===== src/ddcor_map.svh =====
// Function
// [RULE_01] alias bit picks 80% or 87.5% quarter filter
// [RULE_02] half filter bit: low-pass clear, high-pass set
// [RULE_03] high-pass decimation inverts, inversion corrects it
// [RULE_04] inversion acts only in enabled real mode
// [RULE_05] inversion negates every odd output sample
// [RULE_06] gain lift doubles complex output only
// [RULE_07] host lifts gain only with image filtered
// [RULE_08] first limit reached sets flag bit 0
// [RULE_09] second limit reached sets flag bit 1
// [RULE_10] pin enable low holds four flag pins low
// [RULE_11] pin enable leaves embedded flags alone
// [RULE_12] pins stretched to 8 times 2^N cycles
// [RULE_13] each stretch step doubles monitoring period
// [RULE_14] stretch change may shift monitoring phase
// [RULE_15] each converter uses one of four presets
// [RULE_16] mode 0 takes presets from select register
// [RULE_17] mode 1 takes each preset from own pins
// [RULE_18] mode 2 first pins drive both; 3 reserved
// [RULE_19] select bits 1-0 first, 3-2 second
// [RULE_20] filter config resets to all zeros
// [RULE_21] limits compare upper magnitude byte per sample
// [RULE_22] new preset applies next clock after sampling
// [RULE_23] new crossing restarts the stretch counter
`ifndef DDCOR_MAP_SVH
`define DDCOR_MAP_SVH

// ****************************************
// register indices, byte address = 4 x index
// ****************************************
`define DDCOR_IDX_FILT   10'h210
`define DDCOR_IDX_LIM1   10'h211
`define DDCOR_IDX_LIM2   10'h212
`define DDCOR_IDX_PCFG   10'h213
`define DDCOR_IDX_MODE   10'h214
`define DDCOR_IDX_PSEL   10'h215
`define DDCOR_IDX_CTRL   10'h200
`define DDCOR_IDX_STAT   10'h201

// ****************************************
// reset values
// ****************************************
`define DDCOR_RST_FILT   8'h00
`define DDCOR_RST_LIM1   8'hF2
`define DDCOR_RST_LIM2   8'hAB
`define DDCOR_RST_PCFG   8'h07
`define DDCOR_RST_MODE   8'h00
`define DDCOR_RST_PSEL   8'h00
`define DDCOR_RST_CTRL   8'h00

// ****************************************
// fields, codes and counts
// ****************************************
`define DDCOR_DW         16
`define DDCOR_SW         12
`define DDCOR_CW         11
`define DDCOR_STR_BASE   11'h008
`define DDCOR_MODE_REG   2'h0
`define DDCOR_MODE_PINS  2'h1
`define DDCOR_MODE_SHARE 2'h2
`define DDCOR_CTRL_EN    0
`define DDCOR_CTRL_CPLX  1
`define DDCOR_CTRL_LINK  2
`define DDCOR_RESP_OKAY  2'h0
`define DDCOR_RESP_SLV   2'h2

`endif


===== src/ddcor_pkg.sv =====
`include "ddcor_map.svh"

package ddcor_pkg;

  typedef struct packed {
    logic [3:0] rsvd;
    logic       quarter_decim_alias_sel;
    logic       half_decim_highpass_sel;
    logic       invert_spectrum;
    logic       complex_gain_lift;
  } ddcor_filt_type;

  typedef struct packed {
    logic [3:0] rsvd;
    logic       range_pins_enable;
    logic [2:0] range_pulse_stretch;
  } ddcor_pcfg_type;

  typedef struct packed {
    logic [3:0] rsvd;
    logic [1:0] preset_select_second;
    logic [1:0] preset_select_first;
  } ddcor_psel_type;

  typedef struct packed {
    logic       aw_ok;
    logic       w_ok;
    logic [9:0] waddr;
    logic [7:0] wdata;
    logic       wlane;
    logic       bvalid;
    logic [1:0] bresp;
    logic       rvalid;
    logic [1:0] rresp;
    logic [7:0] rdata;
  } ddcor_axi_type;

  typedef struct packed {
    ddcor_filt_type                   filt;
    logic [7:0]                       lim1;
    logic [7:0]                       lim2;
    ddcor_pcfg_type                   pcfg;
    logic [7:0]                       mode;
    ddcor_psel_type                   psel;
    logic [7:0]                       ctrl;
    logic [1:0]                       pa_s1;
    logic [1:0]                       pa_s2;
    logic [1:0]                       pb_s1;
    logic [1:0]                       pb_s2;
    logic [1:0]                       act_a;
    logic [1:0]                       act_b;
    logic [3:0]                       emb;
    logic [3:0][`DDCOR_CW-1:0]        cnt;
    logic [3:0]                       pin;
    logic                             odd;
    logic [`DDCOR_DW-1:0]             dout;
    logic                             dvld;
    ddcor_axi_type                    axi;
  } ddcor_state_type;

endpackage


===== src/ddcor_top.sv =====
// Design decision made here: register access over AXI4-Lite.
`timescale 1ns/100ps
`include "ddcor_map.svh"

module ddcor_top (
  input  wire logic                  SYS_CLK_I,
  input  wire logic                  RST_N_I,
  input  wire logic [11:0]           S_AXI_AWADDR_I,
  input  wire logic                  S_AXI_AWVALID_I,
  output logic                       S_AXI_AWREADY_O,
  input  wire logic [31:0]           S_AXI_WDATA_I,
  input  wire logic [3:0]            S_AXI_WSTRB_I,
  input  wire logic                  S_AXI_WVALID_I,
  output logic                       S_AXI_WREADY_O,
  output logic [1:0]                 S_AXI_BRESP_O,
  output logic                       S_AXI_BVALID_O,
  input  wire logic                  S_AXI_BREADY_I,
  input  wire logic [11:0]           S_AXI_ARADDR_I,
  input  wire logic                  S_AXI_ARVALID_I,
  output logic                       S_AXI_ARREADY_O,
  output logic [31:0]                S_AXI_RDATA_O,
  output logic [1:0]                 S_AXI_RRESP_O,
  output logic                       S_AXI_RVALID_O,
  input  wire logic                  S_AXI_RREADY_I,
  input  wire logic [`DDCOR_SW-1:0]  SAMP_A_I,
  input  wire logic [`DDCOR_SW-1:0]  SAMP_B_I,
  input  wire logic                  SAMP_VLD_I,
  input  wire logic [`DDCOR_DW-1:0]  DATA_I,
  input  wire logic                  DATA_VLD_I,
  input  wire logic [1:0]            PRESET_PINS_FIRST_I,
  input  wire logic [1:0]            PRESET_PINS_SECOND_I,
  output logic [`DDCOR_DW-1:0]       DATA_O,
  output logic                       DATA_VLD_O,
  output logic                       RANGE_FLAG_A_FIRST_O,
  output logic                       RANGE_FLAG_A_SECOND_O,
  output logic                       RANGE_FLAG_B_FIRST_O,
  output logic                       RANGE_FLAG_B_SECOND_O,
  output logic [3:0]                 RANGE_EMB_O,
  output logic [1:0]                 PRESET_ACT_FIRST_O,
  output logic [1:0]                 PRESET_ACT_SECOND_O,
  output logic                       QUARTER_DECIM_ALIAS_SEL_O,
  output logic                       HALF_DECIM_HIGHPASS_SEL_O,
  output logic                       COMPLEX_GAIN_LIFT_O
);

  localparam int DW = `DDCOR_DW;
  localparam int CW = `DDCOR_CW;

  ddcor_pkg::ddcor_state_type st_r;
  ddcor_pkg::ddcor_state_type st_nxt;

  // ****************************************
  // helpers
  // ****************************************
  // upper byte of the saturated sample magnitude
  function automatic logic [7:0] mag_byte(input logic [`DDCOR_SW-1:0] s);
    logic [`DDCOR_SW-1:0] a;
    a = s[`DDCOR_SW-1] ? (~s + 12'h001) : s;
    if (a[`DDCOR_SW-1]) begin
      a = 12'h7FF;
    end
    return a[10:3];
  endfunction

  function automatic logic [DW-1:0] sat_neg(input logic [DW-1:0] d);
    if (d == 16'h8000) begin
      return 16'h7FFF;
    end
    return ~d + 16'h0001;
  endfunction

  function automatic logic [DW-1:0] sat_dbl(input logic [DW-1:0] d);
    if (d[DW-1] != d[DW-2]) begin
      return d[DW-1] ? 16'h8000 : 16'h7FFF;
    end
    return {d[DW-2:0], 1'b0};
  endfunction

  function automatic logic [8:0] rd_reg(
    input ddcor_pkg::ddcor_state_type s,
    input logic [9:0]                 idx
  );
    unique case (idx)
      `DDCOR_IDX_FILT: rd_reg = {1'b1, s.filt};
      `DDCOR_IDX_LIM1: rd_reg = {1'b1, s.lim1};
      `DDCOR_IDX_LIM2: rd_reg = {1'b1, s.lim2};
      `DDCOR_IDX_PCFG: rd_reg = {1'b1, s.pcfg};
      `DDCOR_IDX_MODE: rd_reg = {1'b1, s.mode};
      `DDCOR_IDX_PSEL: rd_reg = {1'b1, s.psel};
      `DDCOR_IDX_CTRL: rd_reg = {1'b1, s.ctrl};
      `DDCOR_IDX_STAT: rd_reg = {1'b1, s.act_b, s.act_a, s.emb};
      default:         rd_reg = 9'h000;
    endcase
  endfunction

  // ****************************************
  // next state
  // ****************************************
  always_comb begin
    logic [7:0]          mag_a;
    logic [7:0]          mag_b;
    logic [3:0]          hit;
    logic [CW-1:0]       len;
    logic [8:0]          rd;
    logic                ddc_en;
    logic                cplx;
    logic                aw_take;
    logic                w_take;
    mag_a   = 8'h00;
    mag_b   = 8'h00;
    hit     = 4'h0;
    len     = '0;
    rd      = 9'h000;
    ddc_en  = st_r.ctrl[`DDCOR_CTRL_EN];
    cplx    = st_r.ctrl[`DDCOR_CTRL_CPLX];
    aw_take = 1'b0;
    w_take  = 1'b0;
    st_nxt  = st_r;

    // preset pins cross in through two flops
    st_nxt.pa_s1 = PRESET_PINS_FIRST_I;
    st_nxt.pa_s2 = st_r.pa_s1;
    st_nxt.pb_s1 = PRESET_PINS_SECOND_I;
    st_nxt.pb_s2 = st_r.pb_s1;

    // active preset, registered one clock after sampling [RULE_22]
    unique case (st_r.mode[1:0])
      `DDCOR_MODE_REG: begin
        st_nxt.act_a = st_r.psel.preset_select_first;  // [RULE_16] [RULE_19]
        st_nxt.act_b = st_r.psel.preset_select_second; // [RULE_19]
      end
      `DDCOR_MODE_PINS: begin
        st_nxt.act_a = st_r.pa_s2;                     // [RULE_17]
        st_nxt.act_b = st_r.pb_s2;                     // [RULE_17]
      end
      `DDCOR_MODE_SHARE: begin
        st_nxt.act_a = st_r.pa_s2;                     // [RULE_18]
        st_nxt.act_b = st_r.pa_s2;                     // [RULE_18]
      end
      default: begin
        // reserved code keeps the last preset [RULE_18]
        st_nxt.act_a = st_r.act_a;
        st_nxt.act_b = st_r.act_b;
      end
    endcase

    // ****************************************
    // overrange detection
    // ****************************************
    if (SAMP_VLD_I) begin
      mag_a = mag_byte(SAMP_A_I);                      // [RULE_21]
      mag_b = mag_byte(SAMP_B_I);                      // [RULE_21]
      hit[0] = mag_a >= st_r.lim1;                     // [RULE_08]
      hit[1] = mag_a >= st_r.lim2;                     // [RULE_09]
      hit[2] = mag_b >= st_r.lim1;                     // [RULE_08]
      hit[3] = mag_b >= st_r.lim2;                     // [RULE_09]
      st_nxt.emb = hit;                                // [RULE_11]
    end

    // stretch length 8 << N; new field value applies from the next crossing, running counts keep theirs
    len = `DDCOR_STR_BASE << st_r.pcfg.range_pulse_stretch; // [RULE_12] [RULE_13] [RULE_14]
    for (int i = 0; i < 4; i++) begin
      if (hit[i]) begin
        st_nxt.cnt[i] = len - 11'h001;                 // [RULE_12] [RULE_23]
      end else if (st_r.cnt[i] != '0) begin
        st_nxt.cnt[i] = st_r.cnt[i] - 11'h001;
      end
      st_nxt.pin[i] = (hit[i] | (st_r.cnt[i] != '0))
                      & st_r.pcfg.range_pins_enable;  // [RULE_10]
    end

    // ****************************************
    // output stage
    // ****************************************
    st_nxt.dvld = DATA_VLD_I;
    if (DATA_VLD_I) begin
      st_nxt.odd  = ~st_r.odd;
      st_nxt.dout = DATA_I;
      if (ddc_en && !cplx && st_r.filt.invert_spectrum && st_r.odd) begin
        st_nxt.dout = sat_neg(DATA_I);                 // [RULE_03] [RULE_04] [RULE_05]
      end else if (ddc_en && cplx && st_r.filt.complex_gain_lift) begin
        st_nxt.dout = sat_dbl(DATA_I);                 // [RULE_06]
      end
    end
    if (!ddc_en) begin
      st_nxt.odd = 1'b0;
    end

    // ****************************************
    // bus write
    // ****************************************
    aw_take = S_AXI_AWVALID_I && !st_r.axi.aw_ok && !st_r.axi.bvalid;
    w_take  = S_AXI_WVALID_I && !st_r.axi.w_ok && !st_r.axi.bvalid;
    if (aw_take) begin
      st_nxt.axi.aw_ok = 1'b1;
      st_nxt.axi.waddr = S_AXI_AWADDR_I[11:2];
    end
    if (w_take) begin
      st_nxt.axi.w_ok  = 1'b1;
      st_nxt.axi.wdata = S_AXI_WDATA_I[7:0];
      st_nxt.axi.wlane = S_AXI_WSTRB_I[0];
    end
    if (st_r.axi.aw_ok && st_r.axi.w_ok) begin
      st_nxt.axi.aw_ok  = 1'b0;
      st_nxt.axi.w_ok   = 1'b0;
      st_nxt.axi.bvalid = 1'b1;
      rd = rd_reg(st_r, st_r.axi.waddr);
      st_nxt.axi.bresp = rd[8] ? `DDCOR_RESP_OKAY : `DDCOR_RESP_SLV;
      if (st_r.axi.wlane) begin
        unique case (st_r.axi.waddr)
          `DDCOR_IDX_FILT: st_nxt.filt = st_r.axi.wdata; // [RULE_01] [RULE_02]
          `DDCOR_IDX_LIM1: st_nxt.lim1 = st_r.axi.wdata;
          `DDCOR_IDX_LIM2: st_nxt.lim2 = st_r.axi.wdata;
          `DDCOR_IDX_PCFG: st_nxt.pcfg = st_r.axi.wdata;
          `DDCOR_IDX_MODE: st_nxt.mode = st_r.axi.wdata;
          `DDCOR_IDX_PSEL: st_nxt.psel = st_r.axi.wdata;
          `DDCOR_IDX_CTRL: st_nxt.ctrl = st_r.axi.wdata;
          default: begin
          end
        endcase
      end
    end
    if (st_r.axi.bvalid && S_AXI_BREADY_I) begin
      st_nxt.axi.bvalid = 1'b0;
    end

    // ****************************************
    // bus read
    // ****************************************
    if (st_r.axi.rvalid && S_AXI_RREADY_I) begin
      st_nxt.axi.rvalid = 1'b0;
    end
    if (S_AXI_ARVALID_I && !st_r.axi.rvalid) begin
      rd = rd_reg(st_r, S_AXI_ARADDR_I[11:2]);
      st_nxt.axi.rvalid = 1'b1;
      st_nxt.axi.rdata  = rd[7:0];
      st_nxt.axi.rresp  = rd[8] ? `DDCOR_RESP_OKAY : `DDCOR_RESP_SLV;
    end
  end

  // ****************************************
  // state register
  // ****************************************
  always_ff @(posedge SYS_CLK_I or negedge RST_N_I) begin
    if (!RST_N_I) begin
      st_r      <= '0;
      st_r.filt <= `DDCOR_RST_FILT;  // [RULE_20]
      st_r.lim1 <= `DDCOR_RST_LIM1;
      st_r.lim2 <= `DDCOR_RST_LIM2;
      st_r.pcfg <= `DDCOR_RST_PCFG;  // [RULE_12]
      st_r.mode <= `DDCOR_RST_MODE;
      st_r.psel <= `DDCOR_RST_PSEL;
      st_r.ctrl <= `DDCOR_RST_CTRL;
    end else begin
      st_r <= st_nxt;
    end
  end

  // ****************************************
  // outputs
  // ****************************************
  assign S_AXI_AWREADY_O = !st_r.axi.aw_ok && !st_r.axi.bvalid;
  assign S_AXI_WREADY_O  = !st_r.axi.w_ok && !st_r.axi.bvalid;
  assign S_AXI_BVALID_O  = st_r.axi.bvalid;
  assign S_AXI_BRESP_O   = st_r.axi.bresp;
  assign S_AXI_ARREADY_O = !st_r.axi.rvalid;
  assign S_AXI_RVALID_O  = st_r.axi.rvalid;
  assign S_AXI_RRESP_O   = st_r.axi.rresp;
  assign S_AXI_RDATA_O   = {24'h000000, st_r.axi.rdata};

  assign DATA_O                = st_r.dout;
  assign DATA_VLD_O            = st_r.dvld;
  assign RANGE_FLAG_A_FIRST_O  = st_r.pin[0];
  assign RANGE_FLAG_A_SECOND_O = st_r.pin[1];
  assign RANGE_FLAG_B_FIRST_O  = st_r.pin[2];
  assign RANGE_FLAG_B_SECOND_O = st_r.pin[3];
  assign RANGE_EMB_O           = st_r.emb;
  // preset index for the per-converter tuning/phase word banks [RULE_15]
  assign PRESET_ACT_FIRST_O    = st_r.act_a;
  assign PRESET_ACT_SECOND_O   = st_r.act_b;

  assign QUARTER_DECIM_ALIAS_SEL_O = st_r.filt.quarter_decim_alias_sel; // [RULE_01]
  assign HALF_DECIM_HIGHPASS_SEL_O = st_r.filt.half_decim_highpass_sel; // [RULE_02]
  assign COMPLEX_GAIN_LIFT_O       = st_r.filt.complex_gain_lift;       // [RULE_06]

endmodule


===== config.mk =====
export PLATFORM = sky130hd
export DESIGN_NAME = ddcor_top
export DESIGN_NICKNAME = d
export VERILOG_FILES = /design/src/ddcor_pkg.sv /design/src/ddcor_top.sv
export VERILOG_INCLUDE_DIRS = /design/src /design/src/src
export SDC_FILE = /design/constraint.sdc
export NUM_CORES = 1
export LEC_CHECK = 0
export BUFFER_PORTS_ARGS = -buffer_cell sky130_fd_sc_hd__buf_2
export CAP_MARGIN = 5
export CORE_UTILIZATION = 23
export CTS_BUF_LIST = sky130_fd_sc_hd__clkbuf_16
export DETAILED_ROUTE_END_ITERATION = 10
export GPL_ROUTABILITY_DRIVEN = 0
export GPL_TIMING_DRIVEN = 0
export HOLD_SLACK_MARGIN = 0.03
export PLACE_DENSITY = 0.52
export SYNTH_ARGS = -nofsm -noshare
export SYNTH_HDL_FRONTEND = slang
export SYNTH_SLANG_ARGS = --single-unit

===== constraint.sdc =====
create_clock -name SYS_CLK_I -period 2.2 [get_ports SYS_CLK_I]
set_clock_uncertainty 0.1 [all_clocks]
set_input_delay 0.11 -clock SYS_CLK_I [delete_from_list [all_inputs] [get_ports SYS_CLK_I]]
set_output_delay 0.11 -clock SYS_CLK_I [all_outputs]
set_load 0.005 [all_outputs]

==> results.ini, run 1 <==
[worst_setup_path]
critPathTopFamily=simple AND/OR/NAND/NOR gates
cp_common_cell=or4_4
path_depth=5
rr_startpoint=st_r[95]$_DFFE_PN0P_
crit_type=register to register
worstPathRequired_ns=2.46
r2r_cells=5
r2r_end=st_r[91]$_DFFE_PN0P_
crit_path_end_kind=register
worstPathMaxFanout=7
crit_chain=or4_4, or3_4, or4_4, and2_4, o21ai_2
cp_slowest_cell=or4_4
path_buf_inv=0
cp.arrival_ns=2.60
r2r_setup_slack_ns=-0.13
slowest_delay_ns=0.56
cp-start-kind=register

[clock_network]
h-tree-depth=4
cts_tree=yes
cts_sinks=171
clockBufferDepth=2
cts_root_buffer=clkbuf_16
clkTransAtPathRegs_ns=0.07
numCtsBuffers=17
clock_latency_ns=0.45

[floorplan]
start_util_pct=23.3
ios=186
rows=76
dieArea_mm2=0.0445
die_h_um=211
die_w_um=211
coreArea_mm2=0.0431

[layout]
area_growth_pct=34.8
drive_gt1_share_pct=36.7
fin_nets=1380
final_area_mm2=0.0135
seq_area_mm2=0.00430
multi_input_area_mm2=0.00561
fillCellCount=4433
antenna_cells=0

[job]
drv_cap=0

[outcome]
status=finished, violations left
violations=setup timing

[min_path]
min_path_cells=4
holdPathEnd=S_AXI_RDATA_O[4]$_DFFE_PN0P_
min_path_type=input pin to register
hp-start=S_AXI_ARADDR_I[8]

[sta]
period_share_pct=106
finalSetupTns_ns=-1.65
max-slew-margin-rel_pct=31.4
setup_viol=34
rsz0062_at_grt=true
timing.fmax_mhz=428
whs_ns=0.0420
max_slew.worst_pin.slew_ns=1.03
setup_ws_ns=-0.134
min_period_ns=2.33
slew_violations=0
finalHoldViolCount=0

[route]
drtPass1Iterations=5
drc_errors=0
detail-route-antenna-nets=0
wl_um=28600
vias=7971
initialDrtViolationCount=330
vias_per_cell=4.38
routedWlPerCell_um=15.7

[placement]
dpl_cell_area_mm2=0.0117
portBuffers=123
detailed_place_hpwl_um=20800

[global_routing]
grt_pass1_vias=8178
grt_max_degree=89
grt_pass1_wl_um=45000
antenna_found_initial=0
grt.total_usage_pct=13.2
grt-ovfl-total=0

[synthesis]
yosysUniqueCellTypes=69
syn_inst=974
synth_ff_type=dfrtp_1
yosys_warnings=0
syn_area_per_cell_um2=10.3
synth-seq-cells=171
synth_edf_count=0
seq_area_frac_synth_pct=42.8
synth_area_mm2=0.0100
synthArstFlopShare_pct=100

[power_and_ir_drop]
power_density_mw_per_mm2=766
leakagePower_nw=6.22
ir_drop_uv=401

==> power breakdown <==
group | internal [mW] | leakage [nW] | switching [mW]
logic | 1.67 | 3.78 | 1.43
registers | 3.68 | 2.17 | 0.624
clock network | 1.49 | 0.275 | 1.46
total | 6.84 | 6.22 | 3.52
==> per-layer routing <==
layer | GRT usage [%] | share of wire (%) | vias to the layer above
li1 | - | - | 3865
met3 | 2.23 | 3.0 | 33
met4 | 4.60 | 2.1 | 0
met5 | 0 | 0 | -
met2 | 22.7 | 49 | 133
met1 | 16.7 | 46 | 3940
==> synth_stat cells (12+ instances only) <==
master,number,share of area [%]
xnor2_1,20,1.7
o211ai_1,13,0.97
a21oi_1,25,1.2
ha_1,44,5.5
nand2b_1,19,1.2
mux2_2,91,10
xor2_1,31,2.7
mux2i_1,48,4.8
nand3_1,12,0.60
buf_4,60,4.5
inv_1,44,1.6
nor3_1,21,1.0
nor2_1,65,2.4
dfstp_2,13,3.4
nand2_1,93,3.5
clkbuf_1,25,0.94
o21ai_0,42,2.1
dfrtp_1,158,39
==> cells by family after synthesis <==
| kind of cell | Yosys count | share of synthesized area (%) |
|---|---|---|
| flip-flops | 171 | 42.8 |
| other | 1 | 0.0374 |
| multiplexers | 142 | 15.7 |
| buffers and inverters | 134 | 7.33 |
| AO/OA/AOI/OAI | 160 | 10.6 |
| adder cells (fa/ha/maj) | 45 | 5.59 |
| AND/OR/NAND/NOR | 270 | 13.5 |
| XOR/XNOR | 51 | 4.45 |
==> worst register-to-register path: stages, from the launching register on <==
cell and delay [ns]:
dfrtp_1 0.41, or4_4 0.53, or3_4 0.36, or4_4 0.57, and2_4 0.19, o21ai_2 0.10
==> placed cells by master, fill, tap and decap left out, drive strengths merged, types with 7 or more instances in the layout <==
master       synthesis  routed
a21boi              10      10
a21oi               25      25
a22oi                7       7
buf                 65     227
clkbuf              25      43
conb                 1      26
dfrtp              158     158
dfstp               13      13
dlygate4sd3          0      42
ha                  44      44
inv                 44      54
mux2                91      91
mux2i               48      48
nand2               93      93
nand2b              19      19
nand3               12      12
nor2                65      65
nor3                24      24
nor4                11      11
o211ai              13      13
o21ai               43      43
or4                  8       8
xnor2               20      20
xor2                31      31
==> through the flow <==
stage / utilization (%) / power (mW) / setup slack [ns] / instances
final: 31.4 / 10.4 / -0.134 / 1821
after global routing: 31.4 / 11.1 / -0.280 / 1821
after CTS: 30.5 / 10.3 / -0.184 / 1806
after floorplan: - / 6.10 / -0.266 / 999
after global placement: 27.1 / 6.87 / -2.16 / 1707
after detailed placement: 27.2 / 6.97 / -0.780 / 1709
==> registers in the layout, indices dropped and copies added, names as in the netlist, 2 cells and up <==
register and cells:
RANGE_EMB_O 4, DATA_O 16, st_r 123, PRESET_ACT_FIRST_O 2, PRESET_ACT_SECOND_O 2, st_nxt 4, S_AXI_RDATA_O 8
==> final cells by class <==
| class | count | share of cell area (%) |
|---|---|---|
| multi-input combinational | 694 | 41.5 |
| tap | 585 | 5.41 |
| clock inverter | 15 | 0.971 |
| clock buffer | 17 | 3.15 |
| sequential | 171 | 31.8 |
| inverter | 44 | 1.22 |
| timing repair buffer | 206 | 11.6 |
| buffer | 89 | 4.44 |
==> how the worst max path moves through the flow <==
stage | from | endpoint
CTS | SAMP_A_I[3] | st_r[74]$_DFFE_PN0P_
detailed placement | SAMP_B_I[0] | st_r[86]$_DFFE_PN0P_
finish | st_r[95]$_DFFE_PN0P_ | st_r[91]$_DFFE_PN0P_
global placement | RST_N_I | st_nxt[110]$_DFF_PN0_
global route | SAMP_A_I[1] | st_r[77]$_DFFE_PN0P_
floorplan | SAMP_A_I[0] | st_r[63]$_DFFE_PN0P_
==> repair_timing <==
action,4_1_cts,5_1_grt
endpoints found under the setup margin,105,75
pin swaps,24,33
gates resized for setup,55,53
buffers inserted,22,13
hold buffers,42,0
hold endpoints to repair,134,0
gates cloned,2,2
No activity file was read; power rests on OpenSTA's default activity.
==> inputs of run 2 (changes only) <==
--- a/config.mk
+++ b/config.mk
@@ -10,6 +10,7 @@
 export CAP_MARGIN = 5
 export CORE_UTILIZATION = 23
 export CTS_BUF_LIST = sky130_fd_sc_hd__clkbuf_16
+export CTS_CLUSTER_DIAMETER = 30
 export DETAILED_ROUTE_END_ITERATION = 10
 export GPL_ROUTABILITY_DRIVEN = 0
 export GPL_TIMING_DRIVEN = 0
@@ -18,3 +19,4 @@
 export SYNTH_ARGS = -nofsm -noshare
 export SYNTH_HDL_FRONTEND = slang
 export SYNTH_SLANG_ARGS = --single-unit
+export TNS_END_PERCENT = 20
==> results.ini, run 2 (same netlist as run 1, synthesis figures left out) <==
[power_and_ir_drop]
switching_share_pct=34.4  ; +0.40 points
power_density_mw_per_mm2=796  ; +3.9%
p_comb_share_pct=28.4  ; -1.6 points
ir_drop_uv=461  ; +15%
p_int_mw=6.97  ; +1.8%
seq_power_share_pct=40.9  ; -0.7 points
switching_power_mw=3.65  ; +3.7%
pwr-share-clk_pct=30.7  ; +2.3 points
leakagePower_nw=6.12  ; -1.7%

[sta]
max-slew-margin-rel_pct=20.7  ; -11 points
finalHoldViolCount=0  ; unchanged
setup_viol=28  ; -18%
timing.fmax_mhz=429  ; +0.15%
setup_ws_ns=-0.130  ; +0.00347 ns
rsz0062_at_grt=true
slew_violations=0  ; unchanged
period_share_pct=106  ; -0.16 points
finalSetupTns_ns=-1.90  ; -0.252 ns
max_slew.worst_pin.slew_ns=1.18  ; +0.153 ns
min_period_ns=2.33  ; -0.00347 ns

[layout]
fin_util_pct=31.0  ; -0.45 points
final_common_cell=dfrtp_1
fin_nets=1365  ; -1.1%
final_cell_mix=dfrtp_1 (156), buf_2 (116), mux2_2 (89), nand2_1 (85), buf_4 (81)
area_growth_pct=32.9
drive_gt1_share_pct=35.1  ; -1.7 points
antenna_cells=0  ; unchanged
stdcell_count=1806  ; -0.82%
regMostFlops=st_r
final_area_mm2=0.0133  ; -1.4%
fillCellCount=4465  ; +0.72%
largest_reg_flops=123  ; unchanged

[worst_setup_path]
crit_type=input pin to register
rr_startpoint=st_r[96]$_DFFE_PN0P_
slowest_delay_ns=0.32  ; -0.24 ns
worstPathMaxFanout=5  ; -2
crit_end=st_r[64]$_DFFE_PN0P_
cp_slowest_cell=nor4_4
crit_chain=buf_6, nor4_4, nand3b_1, nor2_2, nand3b_1, and2_4, ha_4, nand2b_4, a2111oi_4, o211ai_1, buf_4, nand2_8, buf_8, mux2i_2
worstPathRequired_ns=2.46  ; about the same
cp-start-kind=input pin
crit_start=SAMP_A_I[7]
crit_path_end_kind=register
cp_common_cell=nand3b_1
r2r_setup_slack_ns=-0.11  ; +0.02 ns
r2r_cells=5  ; unchanged
r2r_end=st_r[91]$_DFFE_PN0P_
cp.arrival_ns=2.59  ; about the same

[job]
drv_cap=0  ; unchanged

[route]
vias=8019  ; +0.60%
wl_um=28600  ; +0.11%
vias_per_cell=4.44  ; +1.4%
drc_errors=0  ; unchanged
initialDrtViolationCount=362  ; +9.7%
drtPass1Iterations=4  ; -1
detail-route-antenna-nets=0  ; unchanged
routedWlPerCell_um=15.9  ; +0.94%

[clock_network]
clockBufferDepth=2  ; unchanged
h-tree-depth=4  ; unchanged
numCtsBuffers=17  ; unchanged
cts_sinks=171  ; unchanged
clock_latency_ns=0.45  ; about the same
clkTransAtPathRegs_ns=0.08  ; about the same
cts_tree=yes
cts_root_buffer=clkbuf_16

[floorplan]
coreArea_mm2=0.0431  ; unchanged
dieArea_mm2=0.0445  ; unchanged
start_util_pct=23.3  ; unchanged
rows=76  ; unchanged
die_h_um=211  ; unchanged
ios=186  ; unchanged
die_w_um=211  ; unchanged

[global_routing]
grt_pass1_vias=8062  ; -1.4%
grt_max_degree=89  ; unchanged
antenna_found_initial=1  ; +1
grt.total_usage_pct=13.2  ; about the same
grt_pass1_wl_um=44900  ; -0.14%
grt-ovfl-total=0  ; unchanged

[outcome]
violations=setup timing
status=finished, violations left

[placement]
portBuffers=123  ; unchanged
detailed_place_hpwl_um=21000  ; +0.90%
dp.cells=1708  ; -0.059%
dpl_cell_area_mm2=0.0117  ; -0.51%

[min_path]
min_path_type=input pin to register

==> run 2: power by group through the flow <==
stage	Clock (mW)	Combinational, mW	Sequential, mW
CTS	3.36	2.91	4.33
global placement	0	2.51	4.35
global route	3.47	3.36	4.43
floorplan	0	1.97	4.11
detailed placement	0	2.59	4.38
finish	3.26	3.01	4.34
==> run 2: per-layer routing <==
layer  track usage, %  part of all wire [%]  vias up  wire length (µm)
li1                 -                     -     3852                 -
met5                0                 0.045        -                13
met2             22.0                    48      140             13700
met1             17.3                    47     3995             13300
met3             2.56                   3.5       30               992
met4             3.97                   1.9        2               550
==> run 2: how the worst min path moves through the flow <==
stage                                      end                   start  cells past startpoint
2_1_floorplan  COMPLEX_GAIN_LIFT_O$_DFFE_PN0P_                 RST_N_I                      0
3_3_place_gp             st_nxt[113]$_DFF_PN0_  PRESET_PINS_FIRST_I[0]                      1
3_5_place_dp   RANGE_FLAG_A_SECOND_O$_DFF_PN0_                 RST_N_I                      1
4_1_cts                   st_r[32]$_DFFE_PN0P_         S_AXI_AWVALID_I                      3
6_report                  st_r[32]$_DFFE_PN0P_         S_AXI_AWVALID_I                      3
5_1_grt                   st_r[32]$_DFFE_PN0P_         S_AXI_AWVALID_I                      3
==> run 2: area by class of cell <==
type | count | area, µm² | area share, %
buffer | 89 | 602 | 4.51
multi-input combinational | 694 | 5540 | 41.5
inverter | 44 | 165 | 1.24
timing repair buffer | 191 | 1350 | 10.1
sequential | 171 | 4300 | 32.2
clock inverter | 15 | 220 | 1.65
clock buffer | 17 | 425 | 3.19
tap | 585 | 732 | 5.49
==> run 2: repair_timing <==
item,CTS,global route
endpoints found under the setup margin,105,104
gates resized for setup,56,51
gates cloned,3,1
hold buffers,40,0
setup buffers,19,4
pin swaps,20,31
hold endpoints to repair,129,0
==> run 2: critical path: cells and delay by family <==
kind / cells / cell delay [ns]
compound gates: 2 / 0.40
fa+ha+maj: 1 / 0.20
buf+inv: 3 / 0.41
mux: 1 / 0.21
simple gates: 7 / 1.26
==> run 2: through the flow <==
stage / power [mW] / setup slack [ns] / hold slack [ns]
floorplan: 6.08 / -0.266 / -0.286
global placement: 6.87 / -2.09 / 0.120
detailed placement: 6.97 / -0.796 / 0.103
CTS: 10.6 / -0.146 / 0.0394
global route: 11.3 / -0.262 / 0.0578
finish: 10.6 / -0.130 / 0.0334
